[config.mk]
export PLATFORM = sky130hd
export DESIGN_NAME = acogt_trim_bank
export DESIGN_NICKNAME = d
export VERILOG_FILES = /design/src/inc/acogt_pkg.sv /design/src/hw/acogt_trim_bank.sv /design/src/hw/acogt_fuse_loader.sv /design/src/hw/acogt_core_trim.sv
export SDC_FILE = /design/constraint.sdc
export NUM_CORES = 1
export LEC_CHECK = 0
export ABC_CLOCK_PERIOD_IN_PS = 7600
export BUFFER_PORTS_ARGS = -buffer_cell sky130_fd_sc_hd__buf_2
export CAP_MARGIN = 20
export CORE_MARGIN = 4
export CORE_UTILIZATION = 39
export DETAILED_ROUTE_END_ITERATION = 12
export GPL_TIMING_DRIVEN = 0
export HOLD_SLACK_MARGIN = 0.06
export SYNTH_ARGS = -nofsm -noshare
export SYNTH_HDL_FRONTEND = slang
export SYNTH_HIERARCHICAL = 1
export SYNTH_SLANG_ARGS = --single-unit
[constraint.sdc]
create_clock -name aclk -period 7.6 [get_ports aclk]
set_input_delay 0.38 -clock aclk [delete_from_list [all_inputs] [get_ports aclk]]
set_output_delay 0.38 -clock aclk [all_outputs]
set_load 0.02 [all_outputs]
[src/inc/acogt_pkg.sv]
// Package for the core offset and fine-gain trim bank.
// Assumes a 32-bit AXI4-Lite register bus and one 200 MHz clock.
package acogt_pkg;

    localparam int NUM_REGS = 9;
    localparam int NUM_CORES = 6;
    localparam int SLOT_W = 4;
    localparam int ADDR_W = 12;
    localparam int REG_W = 16;
    localparam int OFS_W = 12;
    localparam int GAIN_W = 5;
    localparam int SAMPLE_W = 9;
    localparam int SUM_W = 13;
    localparam int OUT_W = 14;
    // Fine gain step is 2^-GAIN_FRAC of the corrected value
    localparam int GAIN_FRAC = 10;
    localparam int PROD_W = SUM_W + GAIN_W;

    // Register indices; byte address is four times the index
    localparam logic [9:0] IDX_OFFSET_TRIM_CORE4 = 10'h33C;
    localparam logic [9:0] IDX_OFFSET_TRIM_CORE5 = 10'h33E;
    localparam logic [9:0] IDX_GAIN_TRIM_CORE0 = 10'h360;
    localparam logic [9:0] IDX_GAIN_TRIM_CORE1 = 10'h361;
    localparam logic [9:0] IDX_GAIN_TRIM_CORE2_INPUT_A = 10'h362;
    localparam logic [9:0] IDX_GAIN_TRIM_CORE2_INPUT_B = 10'h363;
    localparam logic [9:0] IDX_GAIN_TRIM_CORE3_INPUT_C = 10'h364;
    localparam logic [9:0] IDX_GAIN_TRIM_CORE3_INPUT_D = 10'h365;
    localparam logic [9:0] IDX_GAIN_TRIM_CORE4 = 10'h366;

    // Storage slots, same order as the fuse words
    localparam logic [SLOT_W-1:0] SLOT_OFFSET_TRIM_CORE4 = 4'h0;
    localparam logic [SLOT_W-1:0] SLOT_OFFSET_TRIM_CORE5 = 4'h1;
    localparam logic [SLOT_W-1:0] SLOT_GAIN_TRIM_CORE0 = 4'h2;
    localparam logic [SLOT_W-1:0] SLOT_GAIN_TRIM_CORE1 = 4'h3;
    localparam logic [SLOT_W-1:0] SLOT_GAIN_TRIM_CORE2_INPUT_A = 4'h4;
    localparam logic [SLOT_W-1:0] SLOT_GAIN_TRIM_CORE2_INPUT_B = 4'h5;
    localparam logic [SLOT_W-1:0] SLOT_GAIN_TRIM_CORE3_INPUT_C = 4'h6;
    localparam logic [SLOT_W-1:0] SLOT_GAIN_TRIM_CORE3_INPUT_D = 4'h7;
    localparam logic [SLOT_W-1:0] SLOT_GAIN_TRIM_CORE4 = 4'h8;
    localparam logic [SLOT_W-1:0] SLOT_LAST = 4'h8;

    localparam logic [9:0] REG_INDEX [NUM_REGS] = '{
        IDX_OFFSET_TRIM_CORE4, IDX_OFFSET_TRIM_CORE5,
        IDX_GAIN_TRIM_CORE0, IDX_GAIN_TRIM_CORE1,
        IDX_GAIN_TRIM_CORE2_INPUT_A, IDX_GAIN_TRIM_CORE2_INPUT_B,
        IDX_GAIN_TRIM_CORE3_INPUT_C, IDX_GAIN_TRIM_CORE3_INPUT_D,
        IDX_GAIN_TRIM_CORE4};

    localparam logic [REG_W-1:0] OFS_MASK = 16'h0FFF;
    localparam logic [REG_W-1:0] GAIN_MASK = 16'h001F;
    localparam logic [REG_W-1:0] REG_RESET = 16'h0000;

    localparam logic [1:0] RESP_OKAY = 2'h0;
    localparam logic [1:0] RESP_SLVERR = 2'h2;

    typedef struct packed {
        logic [OFS_W-1:0] offset;
        logic [GAIN_W-1:0] gain;
    } acogt_trim_t;

    typedef struct packed {
        logic valid;
        logic [SAMPLE_W-1:0] data;
    } acogt_sample_t;

    typedef struct packed {
        logic valid;
        logic [OUT_W-1:0] data;
    } acogt_result_t;

endpackage

[src/hw/acogt_trim_bank.sv]
// Trim register bank for the converter cores, with AXI4-Lite access.
// Assumes one clock, an on-chip fuse store and input-pair selects on aclk.
//
// Operation
// - Cores 4 and 5 add their 12-bit offset field, bits 11:0, to results.
// - Cores 0 to 4 apply their 5-bit fine-gain field, bits 4:0, to output.
// - Core 2 keeps pair A and B trim sets, uses the sampled one.
// - Core 3 keeps pair C and D trim sets, uses the sampled one.
// - Offset trim defaults load from fuse storage, not a constant.
// - Gain trim defaults load from fuse storage; software writes override.
// - Offset trim fields are treated as unsigned numbers.
//
// The AXI4-Lite interface to the registers was left to the implementer.
`timescale 1ns/1ps
`default_nettype none
module acogt_trim_bank #(
    parameter int NUM_CORES = acogt_pkg::NUM_CORES
) (
    input wire logic aclk,
    input wire logic aresetn,
    input wire logic awvalid,
    output logic awready,
    input wire logic [acogt_pkg::ADDR_W-1:0] awaddr,
    input wire logic wvalid,
    output logic wready,
    input wire logic [31:0] wdata,
    input wire logic [3:0] wstrb,
    output logic bvalid,
    input wire logic bready,
    output logic [1:0] bresp,
    input wire logic arvalid,
    output logic arready,
    input wire logic [acogt_pkg::ADDR_W-1:0] araddr,
    output logic rvalid,
    input wire logic rready,
    output logic [31:0] rdata,
    output logic [1:0] rresp,
    output logic fuse_req,
    output logic [acogt_pkg::SLOT_W-1:0] fuse_index,
    input wire logic [acogt_pkg::REG_W-1:0] fuse_data,
    input wire logic fuse_ack,
    output logic load_done,
    input wire logic core2_pair_b,
    input wire logic core3_pair_d,
    input wire acogt_pkg::acogt_sample_t sample_in [NUM_CORES],
    output acogt_pkg::acogt_result_t result_out [NUM_CORES]
);

    typedef enum logic [1:0] {
        W_ACCEPT = 2'h1,
        W_RESP = 2'h2
    } acogt_wr_state_t;

    typedef enum logic [1:0] {
        R_ADDR = 2'h1,
        R_DATA = 2'h2
    } acogt_rd_state_t;

    typedef struct packed {
        logic hit;
        logic [acogt_pkg::SLOT_W-1:0] slot;
    } acogt_decode_t;

    ////////////////////////////////////////////////////////////////////////
    function automatic acogt_decode_t decode(
        input logic [acogt_pkg::ADDR_W-1:0] addr
    );
        acogt_decode_t d;
        d.hit = 1'b0;
        d.slot = acogt_pkg::SLOT_OFFSET_TRIM_CORE4;
        for (int i = 0; i < acogt_pkg::NUM_REGS; i++) begin
            if (addr[acogt_pkg::ADDR_W-1:2] == acogt_pkg::REG_INDEX[i]) begin
                d.hit = 1'b1;
                d.slot = acogt_pkg::SLOT_W'(i);
            end
        end
        return d;
    endfunction

    // Reserved bits are never stored, so they always read back as zero
    function automatic logic [acogt_pkg::REG_W-1:0] field_mask(
        input logic [acogt_pkg::SLOT_W-1:0] slot
    );
        if (slot < acogt_pkg::SLOT_GAIN_TRIM_CORE0) begin
            return acogt_pkg::OFS_MASK;
        end else begin
            return acogt_pkg::GAIN_MASK;
        end
    endfunction

    ////////////////////////////////////////////////////////////////////////
    logic load_we;
    logic [acogt_pkg::REG_W-1:0] load_data;

    acogt_fuse_loader u_loader (
        .aclk(aclk),
        .aresetn(aresetn),
        .fuse_req(fuse_req),
        .fuse_index(fuse_index),
        .fuse_data(fuse_data),
        .fuse_ack(fuse_ack),
        .load_we(load_we),
        .load_data(load_data),
        .load_done(load_done)
    );

    ////////////////////////////////////////////////////////////////////////
    logic [acogt_pkg::REG_W-1:0] regs [acogt_pkg::NUM_REGS];
    logic [acogt_pkg::REG_W-1:0] next_regs [acogt_pkg::NUM_REGS];
    acogt_wr_state_t wstate, next_wstate;
    logic aw_got, next_aw_got;
    logic w_got, next_w_got;
    logic [acogt_pkg::ADDR_W-1:0] waddr_q, next_waddr_q;
    logic [acogt_pkg::REG_W-1:0] wdata_q, next_wdata_q;
    logic [1:0] wstrb_q, next_wstrb_q;
    logic next_awready, next_wready, next_bvalid;
    logic [1:0] next_bresp;
    localparam logic [acogt_pkg::REG_W-1:0] REG_RESET_W = acogt_pkg::REG_RESET;
    acogt_decode_t wdec;
    logic [acogt_pkg::REG_W-1:0] merged;

    always_comb begin
        next_regs = regs;
        next_wstate = wstate;
        next_aw_got = aw_got;
        next_w_got = w_got;
        next_waddr_q = waddr_q;
        next_wdata_q = wdata_q;
        next_wstrb_q = wstrb_q;
        next_bvalid = bvalid;
        next_bresp = bresp;
        wdec = decode(waddr_q);
        merged = REG_RESET_W;
        if (load_we) begin
            next_regs[fuse_index] = load_data & field_mask(fuse_index);
        end
        case (wstate)
            W_ACCEPT: begin
                if (awvalid && awready) begin
                    next_aw_got = 1'b1;
                    next_waddr_q = awaddr;
                end
                if (wvalid && wready) begin
                    next_w_got = 1'b1;
                    next_wdata_q = wdata[acogt_pkg::REG_W-1:0];
                    next_wstrb_q = wstrb[1:0];
                end
                if (next_aw_got && next_w_got) begin
                    wdec = decode(next_waddr_q);
                    next_aw_got = 1'b0;
                    next_w_got = 1'b0;
                    next_bvalid = 1'b1;
                    next_wstate = W_RESP;
                    if (wdec.hit) begin
                        merged = regs[wdec.slot];
                        if (next_wstrb_q[0]) begin
                            merged[7:0] = next_wdata_q[7:0];
                        end
                        if (next_wstrb_q[1]) begin
                            merged[15:8] = next_wdata_q[15:8];
                        end
                        // Reserved bits dropped, whatever software sent
                        next_regs[wdec.slot] = merged &
                            field_mask(wdec.slot);
                        next_bresp = acogt_pkg::RESP_OKAY;
                    end else begin
                        next_bresp = acogt_pkg::RESP_SLVERR;
                    end
                end
            end
            W_RESP: begin
                if (bready) begin
                    next_bvalid = 1'b0;
                    next_wstate = W_ACCEPT;
                end
            end
            default: begin
                next_wstate = W_ACCEPT;
            end
        endcase
        // Writes wait for the fuse walk so defaults never clobber software
        next_awready = load_done && (next_wstate == W_ACCEPT) && !next_aw_got;
        next_wready = load_done && (next_wstate == W_ACCEPT) && !next_w_got;
    end

    always_ff @(posedge aclk) begin
        if (!aresetn) begin
            for (int i = 0; i < acogt_pkg::NUM_REGS; i++) begin
                regs[i] <= acogt_pkg::REG_RESET;
            end
            wstate <= W_ACCEPT;
            aw_got <= 1'b0;
            w_got <= 1'b0;
            waddr_q <= '0;
            wdata_q <= acogt_pkg::REG_RESET;
            wstrb_q <= 2'h0;
            awready <= 1'b0;
            wready <= 1'b0;
            bvalid <= 1'b0;
            bresp <= acogt_pkg::RESP_OKAY;
        end else begin
            regs <= next_regs;
            wstate <= next_wstate;
            aw_got <= next_aw_got;
            w_got <= next_w_got;
            waddr_q <= next_waddr_q;
            wdata_q <= next_wdata_q;
            wstrb_q <= next_wstrb_q;
            awready <= next_awready;
            wready <= next_wready;
            bvalid <= next_bvalid;
            bresp <= next_bresp;
        end
    end

    ////////////////////////////////////////////////////////////////////////
    acogt_rd_state_t rstate, next_rstate;
    logic next_arready, next_rvalid;
    logic [31:0] next_rdata;
    logic [1:0] next_rresp;
    acogt_decode_t rdec;

    always_comb begin
        next_rstate = rstate;
        next_rvalid = rvalid;
        next_rdata = rdata;
        next_rresp = rresp;
        rdec = decode(araddr);
        case (rstate)
            R_ADDR: begin
                if (arvalid && arready) begin
                    next_rstate = R_DATA;
                    next_rvalid = 1'b1;
                    if (rdec.hit) begin
                        next_rdata = {16'h0000, regs[rdec.slot]};
                        next_rresp = acogt_pkg::RESP_OKAY;
                    end else begin
                        next_rdata = 32'h00000000;
                        next_rresp = acogt_pkg::RESP_SLVERR;
                    end
                end
            end
            R_DATA: begin
                if (rready) begin
                    next_rvalid = 1'b0;
                    next_rstate = R_ADDR;
                end
            end
            default: begin
                next_rstate = R_ADDR;
            end
        endcase
        next_arready = (next_rstate == R_ADDR);
    end

    always_ff @(posedge aclk) begin
        if (!aresetn) begin
            rstate <= R_ADDR;
            arready <= 1'b0;
            rvalid <= 1'b0;
            rdata <= 32'h00000000;
            rresp <= acogt_pkg::RESP_OKAY;
        end else begin
            rstate <= next_rstate;
            arready <= next_arready;
            rvalid <= next_rvalid;
            rdata <= next_rdata;
            rresp <= next_rresp;
        end
    end

    ////////////////////////////////////////////////////////////////////////
    // Cores without a field in this bank run with zero trim
    acogt_pkg::acogt_trim_t trim [NUM_CORES];

    always_comb begin
        for (int c = 0; c < NUM_CORES; c++) begin
            trim[c] = '0;
        end
        trim[0].gain = regs[acogt_pkg::SLOT_GAIN_TRIM_CORE0][acogt_pkg::GAIN_W-1:0];
        trim[1].gain = regs[acogt_pkg::SLOT_GAIN_TRIM_CORE1][acogt_pkg::GAIN_W-1:0];
        // Pair select switches sets immediately; no glitch guard needed
        trim[2].gain = core2_pair_b ?
            regs[acogt_pkg::SLOT_GAIN_TRIM_CORE2_INPUT_B][acogt_pkg::GAIN_W-1:0] :
            regs[acogt_pkg::SLOT_GAIN_TRIM_CORE2_INPUT_A][acogt_pkg::GAIN_W-1:0];
        trim[3].gain = core3_pair_d ?
            regs[acogt_pkg::SLOT_GAIN_TRIM_CORE3_INPUT_D][acogt_pkg::GAIN_W-1:0] :
            regs[acogt_pkg::SLOT_GAIN_TRIM_CORE3_INPUT_C][acogt_pkg::GAIN_W-1:0];
        trim[4].gain = regs[acogt_pkg::SLOT_GAIN_TRIM_CORE4][acogt_pkg::GAIN_W-1:0];
        trim[4].offset = regs[acogt_pkg::SLOT_OFFSET_TRIM_CORE4][acogt_pkg::OFS_W-1:0];
        trim[5].offset = regs[acogt_pkg::SLOT_OFFSET_TRIM_CORE5][acogt_pkg::OFS_W-1:0];
    end

    for (genvar c = 0; c < NUM_CORES; c++) begin : g_core
        acogt_core_trim u_core (
            .aclk(aclk),
            .aresetn(aresetn),
            .sample_in(sample_in[c]),
            .trim(trim[c]),
            .result_out(result_out[c])
        );
    end

endmodule
`default_nettype wire

[src/hw/acogt_fuse_loader.sv]
// Walks the fuse store once after reset and hands each default word over.
// Assumes a fuse store on the same clock answering req with a one-cycle ack.
`timescale 1ns/1ps
`default_nettype none
module acogt_fuse_loader (
    input wire logic aclk,
    input wire logic aresetn,
    output logic fuse_req,
    output logic [acogt_pkg::SLOT_W-1:0] fuse_index,
    input wire logic [acogt_pkg::REG_W-1:0] fuse_data,
    input wire logic fuse_ack,
    output logic load_we,
    output logic [acogt_pkg::REG_W-1:0] load_data,
    output logic load_done
);

    typedef enum logic [2:0] {
        L_REQ = 3'h1,
        L_WAIT = 3'h2,
        L_DONE = 3'h4
    } acogt_load_state_t;

    acogt_load_state_t state, next_state;
    logic next_fuse_req;
    logic [acogt_pkg::SLOT_W-1:0] next_fuse_index;
    logic next_load_we;
    logic [acogt_pkg::REG_W-1:0] next_load_data;
    logic next_load_done;

    ////////////////////////////////////////////////////////////////////////
    always_comb begin
        next_state = state;
        next_fuse_req = fuse_req;
        next_fuse_index = fuse_index;
        next_load_we = 1'b0;
        next_load_data = load_data;
        next_load_done = load_done;
        case (state)
            L_REQ: begin
                next_fuse_req = 1'b1;
                next_state = L_WAIT;
                // Step only once the word this index named is stored
                if (load_we) begin
                    next_fuse_index = fuse_index + 4'h1;
                end
            end
            L_WAIT: begin
                if (fuse_ack) begin
                    next_fuse_req = 1'b0;
                    next_load_we = 1'b1;
                    next_load_data = fuse_data;
                    if (fuse_index == acogt_pkg::SLOT_LAST) begin
                        next_state = L_DONE;
                        next_load_done = 1'b1;
                    end else begin
                        next_state = L_REQ;
                    end
                end
            end
            default: begin
                next_state = L_DONE;
            end
        endcase
    end

    always_ff @(posedge aclk) begin
        if (!aresetn) begin
            state <= L_REQ;
            fuse_req <= 1'b0;
            fuse_index <= acogt_pkg::SLOT_OFFSET_TRIM_CORE4;
            load_we <= 1'b0;
            load_data <= acogt_pkg::REG_RESET;
            load_done <= 1'b0;
        end else begin
            state <= next_state;
            fuse_req <= next_fuse_req;
            fuse_index <= next_fuse_index;
            load_we <= next_load_we;
            load_data <= next_load_data;
            load_done <= next_load_done;
        end
    end

endmodule
`default_nettype wire

[src/hw/acogt_core_trim.sv]
// Offset and fine-gain correction for one converter core.
// Assumes samples and trim come from logic on the same clock.
`timescale 1ns/1ps
`default_nettype none
module acogt_core_trim (
    input wire logic aclk,
    input wire logic aresetn,
    input wire acogt_pkg::acogt_sample_t sample_in,
    input wire acogt_pkg::acogt_trim_t trim,
    output acogt_pkg::acogt_result_t result_out
);

    acogt_pkg::acogt_result_t next_result;
    logic [acogt_pkg::SUM_W-1:0] sum;
    logic [acogt_pkg::PROD_W-1:0] prod;

    ////////////////////////////////////////////////////////////////////////
    always_comb begin
        // Offset is unsigned, so it only ever raises the code
        sum = acogt_pkg::SUM_W'(sample_in.data) +
              acogt_pkg::SUM_W'(trim.offset);
        prod = acogt_pkg::PROD_W'(sum) * acogt_pkg::PROD_W'(trim.gain);
        next_result.valid = sample_in.valid;
        next_result.data = acogt_pkg::OUT_W'(sum) +
            acogt_pkg::OUT_W'(prod >> acogt_pkg::GAIN_FRAC);
    end

    always_ff @(posedge aclk) begin
        if (!aresetn) begin
            result_out <= '0;
        end else begin
            result_out <= next_result;
        end
    end

endmodule
`default_nettype wire

# Word level (Yosys, flattened, before mapping)
# Index checks and enable logic that the tools add are counted.
[word_totals] reg_bits=335 inputBits=146 output_inout_bits=137 elab_cells=209
[classes] n_addsub=8 mul=5 order_cmp=7 n_eq_ne=32 n_mux=86 bitwise_logic=5 n_reduce_logical=23
[ops] operator="144-bit 2-to-1 mux" n=4
[ops] operator="144-bit bitwise mux" n=2
[ops] operator="16-bit 2-to-1 mux" n=12
[ops] operator="10-bit equality test, second input constant" n=18
[ops] operator="16-bit binary-select mux with 4-bit select" n=2
[ops] operator="16-bit demux with 4-bit select" n=2
[ops] operator="5-bit 2-to-1 mux" n=22
[ops] operator="8-bit 2-to-1 mux" n=8
[ops] operator="9-bit by 5-bit multiplier with 14-bit output" n=4
[ops] operator="12-bit 2-to-1 mux" n=4
[ops] operator="9-bit by 8-bit adder with 10-bit output" n=4
[ops] operator="16-bit bitwise AND" n=2
[ops] operator="9-bit by 12-bit adder with 13-bit output" n=2
[ops] operator="13-bit by 5-bit multiplier with 18-bit output" n=1
[ops] operator="2-bit 2-to-1 mux" n=8
[ops] operator="5-bit >= comparator, second input constant" n=3
[ops] operator="4-bit inverter with 5-bit output" n=3
[ops] operator="13-bit by 8-bit adder with 14-bit output" n=1
[ops] operator="1-bit 2-to-1 mux" n=14
[ops] operator="2-bit AND reduction" n=6
[ops] operator="5-bit by 1-bit < comparator with 1-bit output, second input constant" n=2
[ops] operator="2-bit != test, second input constant" n=5
[ops] operator="1-bit logical AND" n=9
[ops] operator="3-bit AND reduction" n=3
[ops] operator="13 further kinds" n=25

# Longest topological paths before layout
[logic_depth] depth_word=28 mapped_depth=29 mapped_depth_nobuf=29

# Modules after synthesis
# Netlist, hierarchy kept.
[modules_own_cells] module="acogt_trim_bank" n_inst=1 cells_per_inst=1121 area_per_inst_um2=10094.7
[modules_own_cells] module="acogt_core_trim (g_core[2].u_core ...)" n_inst=2 cells_per_inst=366 area_per_inst_um2=3146.8
[modules_own_cells] module="acogt_core_trim (g_core[5].u_core)" n_inst=1 cells_per_inst=375 area_per_inst_um2=3075.4
[modules_own_cells] module="acogt_core_trim (g_core[4].u_core)" n_inst=1 cells_per_inst=348 area_per_inst_um2=3022.9
[modules_own_cells] module="acogt_core_trim (g_core[1].u_core)" n_inst=1 cells_per_inst=343 area_per_inst_um2=3009.1
[modules_own_cells] module="acogt_core_trim (g_core[0].u_core)" n_inst=1 cells_per_inst=341 area_per_inst_um2=2917.8
[modules_own_cells] module="acogt_fuse_loader" n_inst=1 cells_per_inst=119 area_per_inst_um2=1101.1

# Worst setup path before layout
# OpenSTA, ideal clock, no wires.
[synth_timing] path_kind="in2reg" start="input port sample_in[10] (netlist bit)" end="register g_core[4].u_core/result_out[11] (netlist name)" setup_time_ps=72 t_arrival_ps=6103 required_time_ps=7528 path_slack_ps=1426 path_stages=27 path_buffers=0 cell_sequence="ha_1 -> fa_1 -> a211oi_2 -> o21bai_2 -> a2111oi_4 -> nor4_2 -> nor2_2 -> nand2_1 -> fa_1 -> fa_1 -> fa_1 -> inv_1 -> ha_1 -> o21a_1 -> nor2_1 -> a21oi_1 -> a21o_1 -> a21oi_1 -> xnor2_1 -> ha_1 -> or2_2 -> a311oi_1 -> o21ai_0 -> a21oi_1 -> nor3_2 -> nand3_1 -> mux2i_1"
[synth_via] elab_chain_len=3
[synth_rtl] element="start, declared" line="acogt_trim_bank.sv:45" rtl="input wire acogt_pkg::acogt_sample_t sample_in [NUM_CORES],"
[synth_rtl] element="9-bit by 12-bit adder with 13-bit output (*)" line="acogt_core_trim.sv:20" rtl="sum = acogt_pkg::SUM_W'(sample_in.data) +"
[synth_rtl] element="13-bit by 5-bit multiplier with 18-bit output" line="acogt_core_trim.sv:22" rtl="prod = acogt_pkg::PROD_W'(sum) * acogt_pkg::PROD_W'(trim.gain);"
[synth_rtl] element="13-bit by 8-bit adder with 14-bit output (*)" line="acogt_core_trim.sv:24" rtl="next_result.data = acogt_pkg::OUT_W'(sum) +"
# Every way passes the cells marked *; elsewhere a longest branch is shown, timed or not.
# A chain may end at the register's enable or synchronous reset.

# Worst setup path after layout
[layout_timing] start="register regs[128] (netlist bit)" end="register g_core[4].u_core/result_out[11] (netlist name)"
[layout_via] elab_chain_len=3
[layout_rtl] element="start, declared" line="acogt_trim_bank.sv:108" rtl="logic [acogt_pkg::REG_W-1:0] regs [acogt_pkg::NUM_REGS];"
[layout_rtl] element="start signal, assigned by index" line="acogt_trim_bank.sv:189" rtl="regs[i] <= acogt_pkg::REG_RESET;"
[layout_rtl] element="start signal, assigned" line="acogt_trim_bank.sv:202" rtl="regs <= next_regs;"
[layout_rtl] element="9-bit by 12-bit adder with 13-bit output (*)" line="acogt_core_trim.sv:20"
[layout_rtl] element="13-bit by 5-bit multiplier with 18-bit output" line="acogt_core_trim.sv:22"
[layout_rtl] element="13-bit by 8-bit adder with 14-bit output (*)" line="acogt_core_trim.sv:24"
# Marked as above.

==> run_results.csv <==
group,metric,value,unit
cells_and_area,final_cells,4814,
detailed_routing,firstDrtPassIters,6,
grt,track_usage,0.215,
cts,cts_setup_buffers,0,
grt,grt_pass1_vias,24000,
sta,layout_min_cycle_time,7000,ps
synthesis,avgSynthCellArea,8.73,µm²
cells_and_area,stdcell_area,0.0341,mm²
pwr,ir_worst_vdd,0.129,mV
pwr,swShare,0.296,
cts,clk_latency,570,ps
place,pre_cts_ws,597,ps
place,dp.cells,4704,
cells_and_area,fill_cells,7338,
place,dp_hpwl,68900,µm
cts,clkSlewWorstSetupHoldPaths,60,ps
cts,cts_root_buf,"clkbuf_16",
cells_and_area,regArea,0.00619,mm²
cts,cts_num_sinks,309,
sta,fmax,143,MHz
place,port_buffers,234,
floorplanning,start_util,0.394,
sta,setup_tns,0,ps
cts,cts_buffers,40,
cells_and_area,drive_gt1_frac,0.145,
synthesis,synthCells,3363,
sta,setup_viol,0,
floorplanning,boundaryPins,283,
floorplanning,num_rows,100,
pwr,switchingPower,1.46,mW
cts,h-tree-depth,2,
worst_setup_path,worst_ep_required_time,8100,ps
cells_and_area,syn_to_final_growth,16.1,%
place,gp_congestion,0.951,
sta,tightest_slew,1170,ps
detailed_routing,final_antenna_net_count,0,
detailed_routing,drt-initial-drc-count,1634,
floorplanning,die_area,0.0797,mm²
worst_setup_path,reg2reg_slack,600,ps
worst_setup_path,cp.arrival,7500,ps
synthesis,syn_area,0.0294,mm²
cts,tritoncts,"yes",
run_status,outcome,"finished, final reports clean",
pwr,p_seq_frac,0.346,
pwr,share_comb_of_total_power,0.200,
floorplanning,die_h,282,µm
sta,final.period_utilization,0.921,
floorplanning,core_region_area,0.0746,mm²
grt,grt_max_degree,26,
detailed_routing,wirelength,86900,µm
detailed_routing,drcViolationCount,0,
grt,grt_pass1_wl,136000,µm
cts,clk_path_buf_depth,3,
detailed_routing,wl_per_cell,18.1,µm
pwr,p_per_area,145,mW/mm²
worst_setup_path,cp-start-kind,"register",
pwr,leakagePower,15.7,nW
pwr,clkPwrFrac,0.454,
cells_and_area,nets,4404,
synthesis,synth_warnings,6,
sta,report.final.slew_viol_count,0,
min_path,min_path_type,"input pin to register",
place,dpl_cell_area,0.0323,mm²
worst_setup_path,criticalPathCategory,"register to register",
detailed_routing,vias_per_cell,5.23,
sta,finalHoldViolCount,0,
sta,worst_slack,599,ps
floorplanning,die_width,282,µm
grt,antenna_found_initial,19,
sta,rsz0062_at_grt,"no",
grt,gr-total-overflow,0,
pwr,p_int,3.47,mW
cells_and_area,multi_input_area,0.0218,mm²
sta,skew,18.4,ps
sta,slew-limit-headroom,0.213,
worst_setup_path,setup.worst_path.end_class,"register",
worst_setup_path,crit_fanout,8,
detailed_routing,vias,25200,
flow_run,cap_violations,0,
-- stage by stage --
stage	util	power, mW	hold WS (ps)
finish	0.457	4.93	92.6
global route	0.457	5.16	78.9
CTS	0.456	4.93	61.9
detailed placement	0.433	2.65	438
global placement	0.433	2.65	436
floorplan	-	2.40	424
-- flip-flops by register name, indices dropped and copies added, names as in the netlist, 2 cells and up --
signal and cells:
wstate 2, rdata 16, u_loader/load_data 12, rstate 2, waddr_q 10, u_loader/fuse_index 4
u_loader/state 3, wstrb_q 2, wdata_q 12, g_core.u_core/result_out 90, regs 144
-- cell usage in the layout (no fill, tap or decap), types with 103 or more instances in the layout --
cell / count
nand2_1: 371
and2_1: 329
inv_1: 321
dfxtp_1: 309
ha_1: 252
buf_2: 247
fa_1: 204
a21oi_1: 176
nor2_1: 159
conb_1: 144
o21ai_0: 103
-- worst max-delay path, cell delays in order (launching register included) --
cell       delay [ps]
dfxtp_1           410
ha_1              270
fa_1              440
a211oi_2          300
o21bai_2          140
a2111oi_4         360
nor4_2            130
nor2_2            380
nand2_1           160
fa_1              590
fa_1              430
fa_1              490
inv_1              40
ha_1              320
o21a_1            140
nor2_1             40
a21oi_1           250
a21o_1            200
a21oi_1            80
xnor2_1           130
ha_1              230
or2_2             270
a311oi_1          290
o21ai_0           190
a21oi_1           260
nor3_2             90
nand3_1           120
mux2i_1           180
-- area by class of cell --
| cell class | count | share of cell area |
|---|---|---|
| antenna | 12 | 0.000881 |
| buffer | 132 | 0.0196 |
| clock buffer | 52 | 0.0325 |
| clock inverter | 21 | 0.0125 |
| inverter | 328 | 0.0361 |
| multi-input combinational | 2731 | 0.639 |
| sequential | 309 | 0.181 |
| tap | 969 | 0.0356 |
| timing repair buffer | 260 | 0.0421 |
-- repair_timing --
action,4_1_cts,5_1_grt
setup endpoints to repair,0,0
hold buffers,22,0
endpoints found under the hold margin,22,0
gates resized for setup,0,0
-- power groups by stage --
stage                     sequential [mW]  clock, mW  combinational [mW]
after floorplan                      1.81          0               0.594
after global placement               1.74          0               0.912
after detailed placement             1.74          0               0.913
after CTS                            1.71       2.29               0.926
after global routing                 1.71       2.35                1.10
final                                1.71       2.24               0.984
-- per-layer routing --
layer	share of wire	global-route usage	wire (µm)	vias to the layer above
met5	0.0010	0	89	-
met4	0.028	0.0566	2470	16
met3	0.074	0.0508	6400	160
met2	0.46	0.354	39900	729
met1	0.44	0.284	38100	11900
li1	-	-	-	12300
-- worst paths after layout --
check                             from                                          to  cells after the start
hold / removal                wdata[5]                     wdata_q[5]$_SDFFE_PN0P_                      3
setup / recovery  regs[128]$_SDFF_PN0_  g_core[4].u_core/result_out[11]$_SDFF_PN0_                     27
setup reg to reg  regs[128]$_SDFF_PN0_  g_core[4].u_core/result_out[11]$_SDFF_PN0_                     27
hold reg to reg    regs[71]$_SDFF_PN0_                         regs[71]$_SDFF_PN0_                      1
No activity file was read; power rests on OpenSTA's default activity.
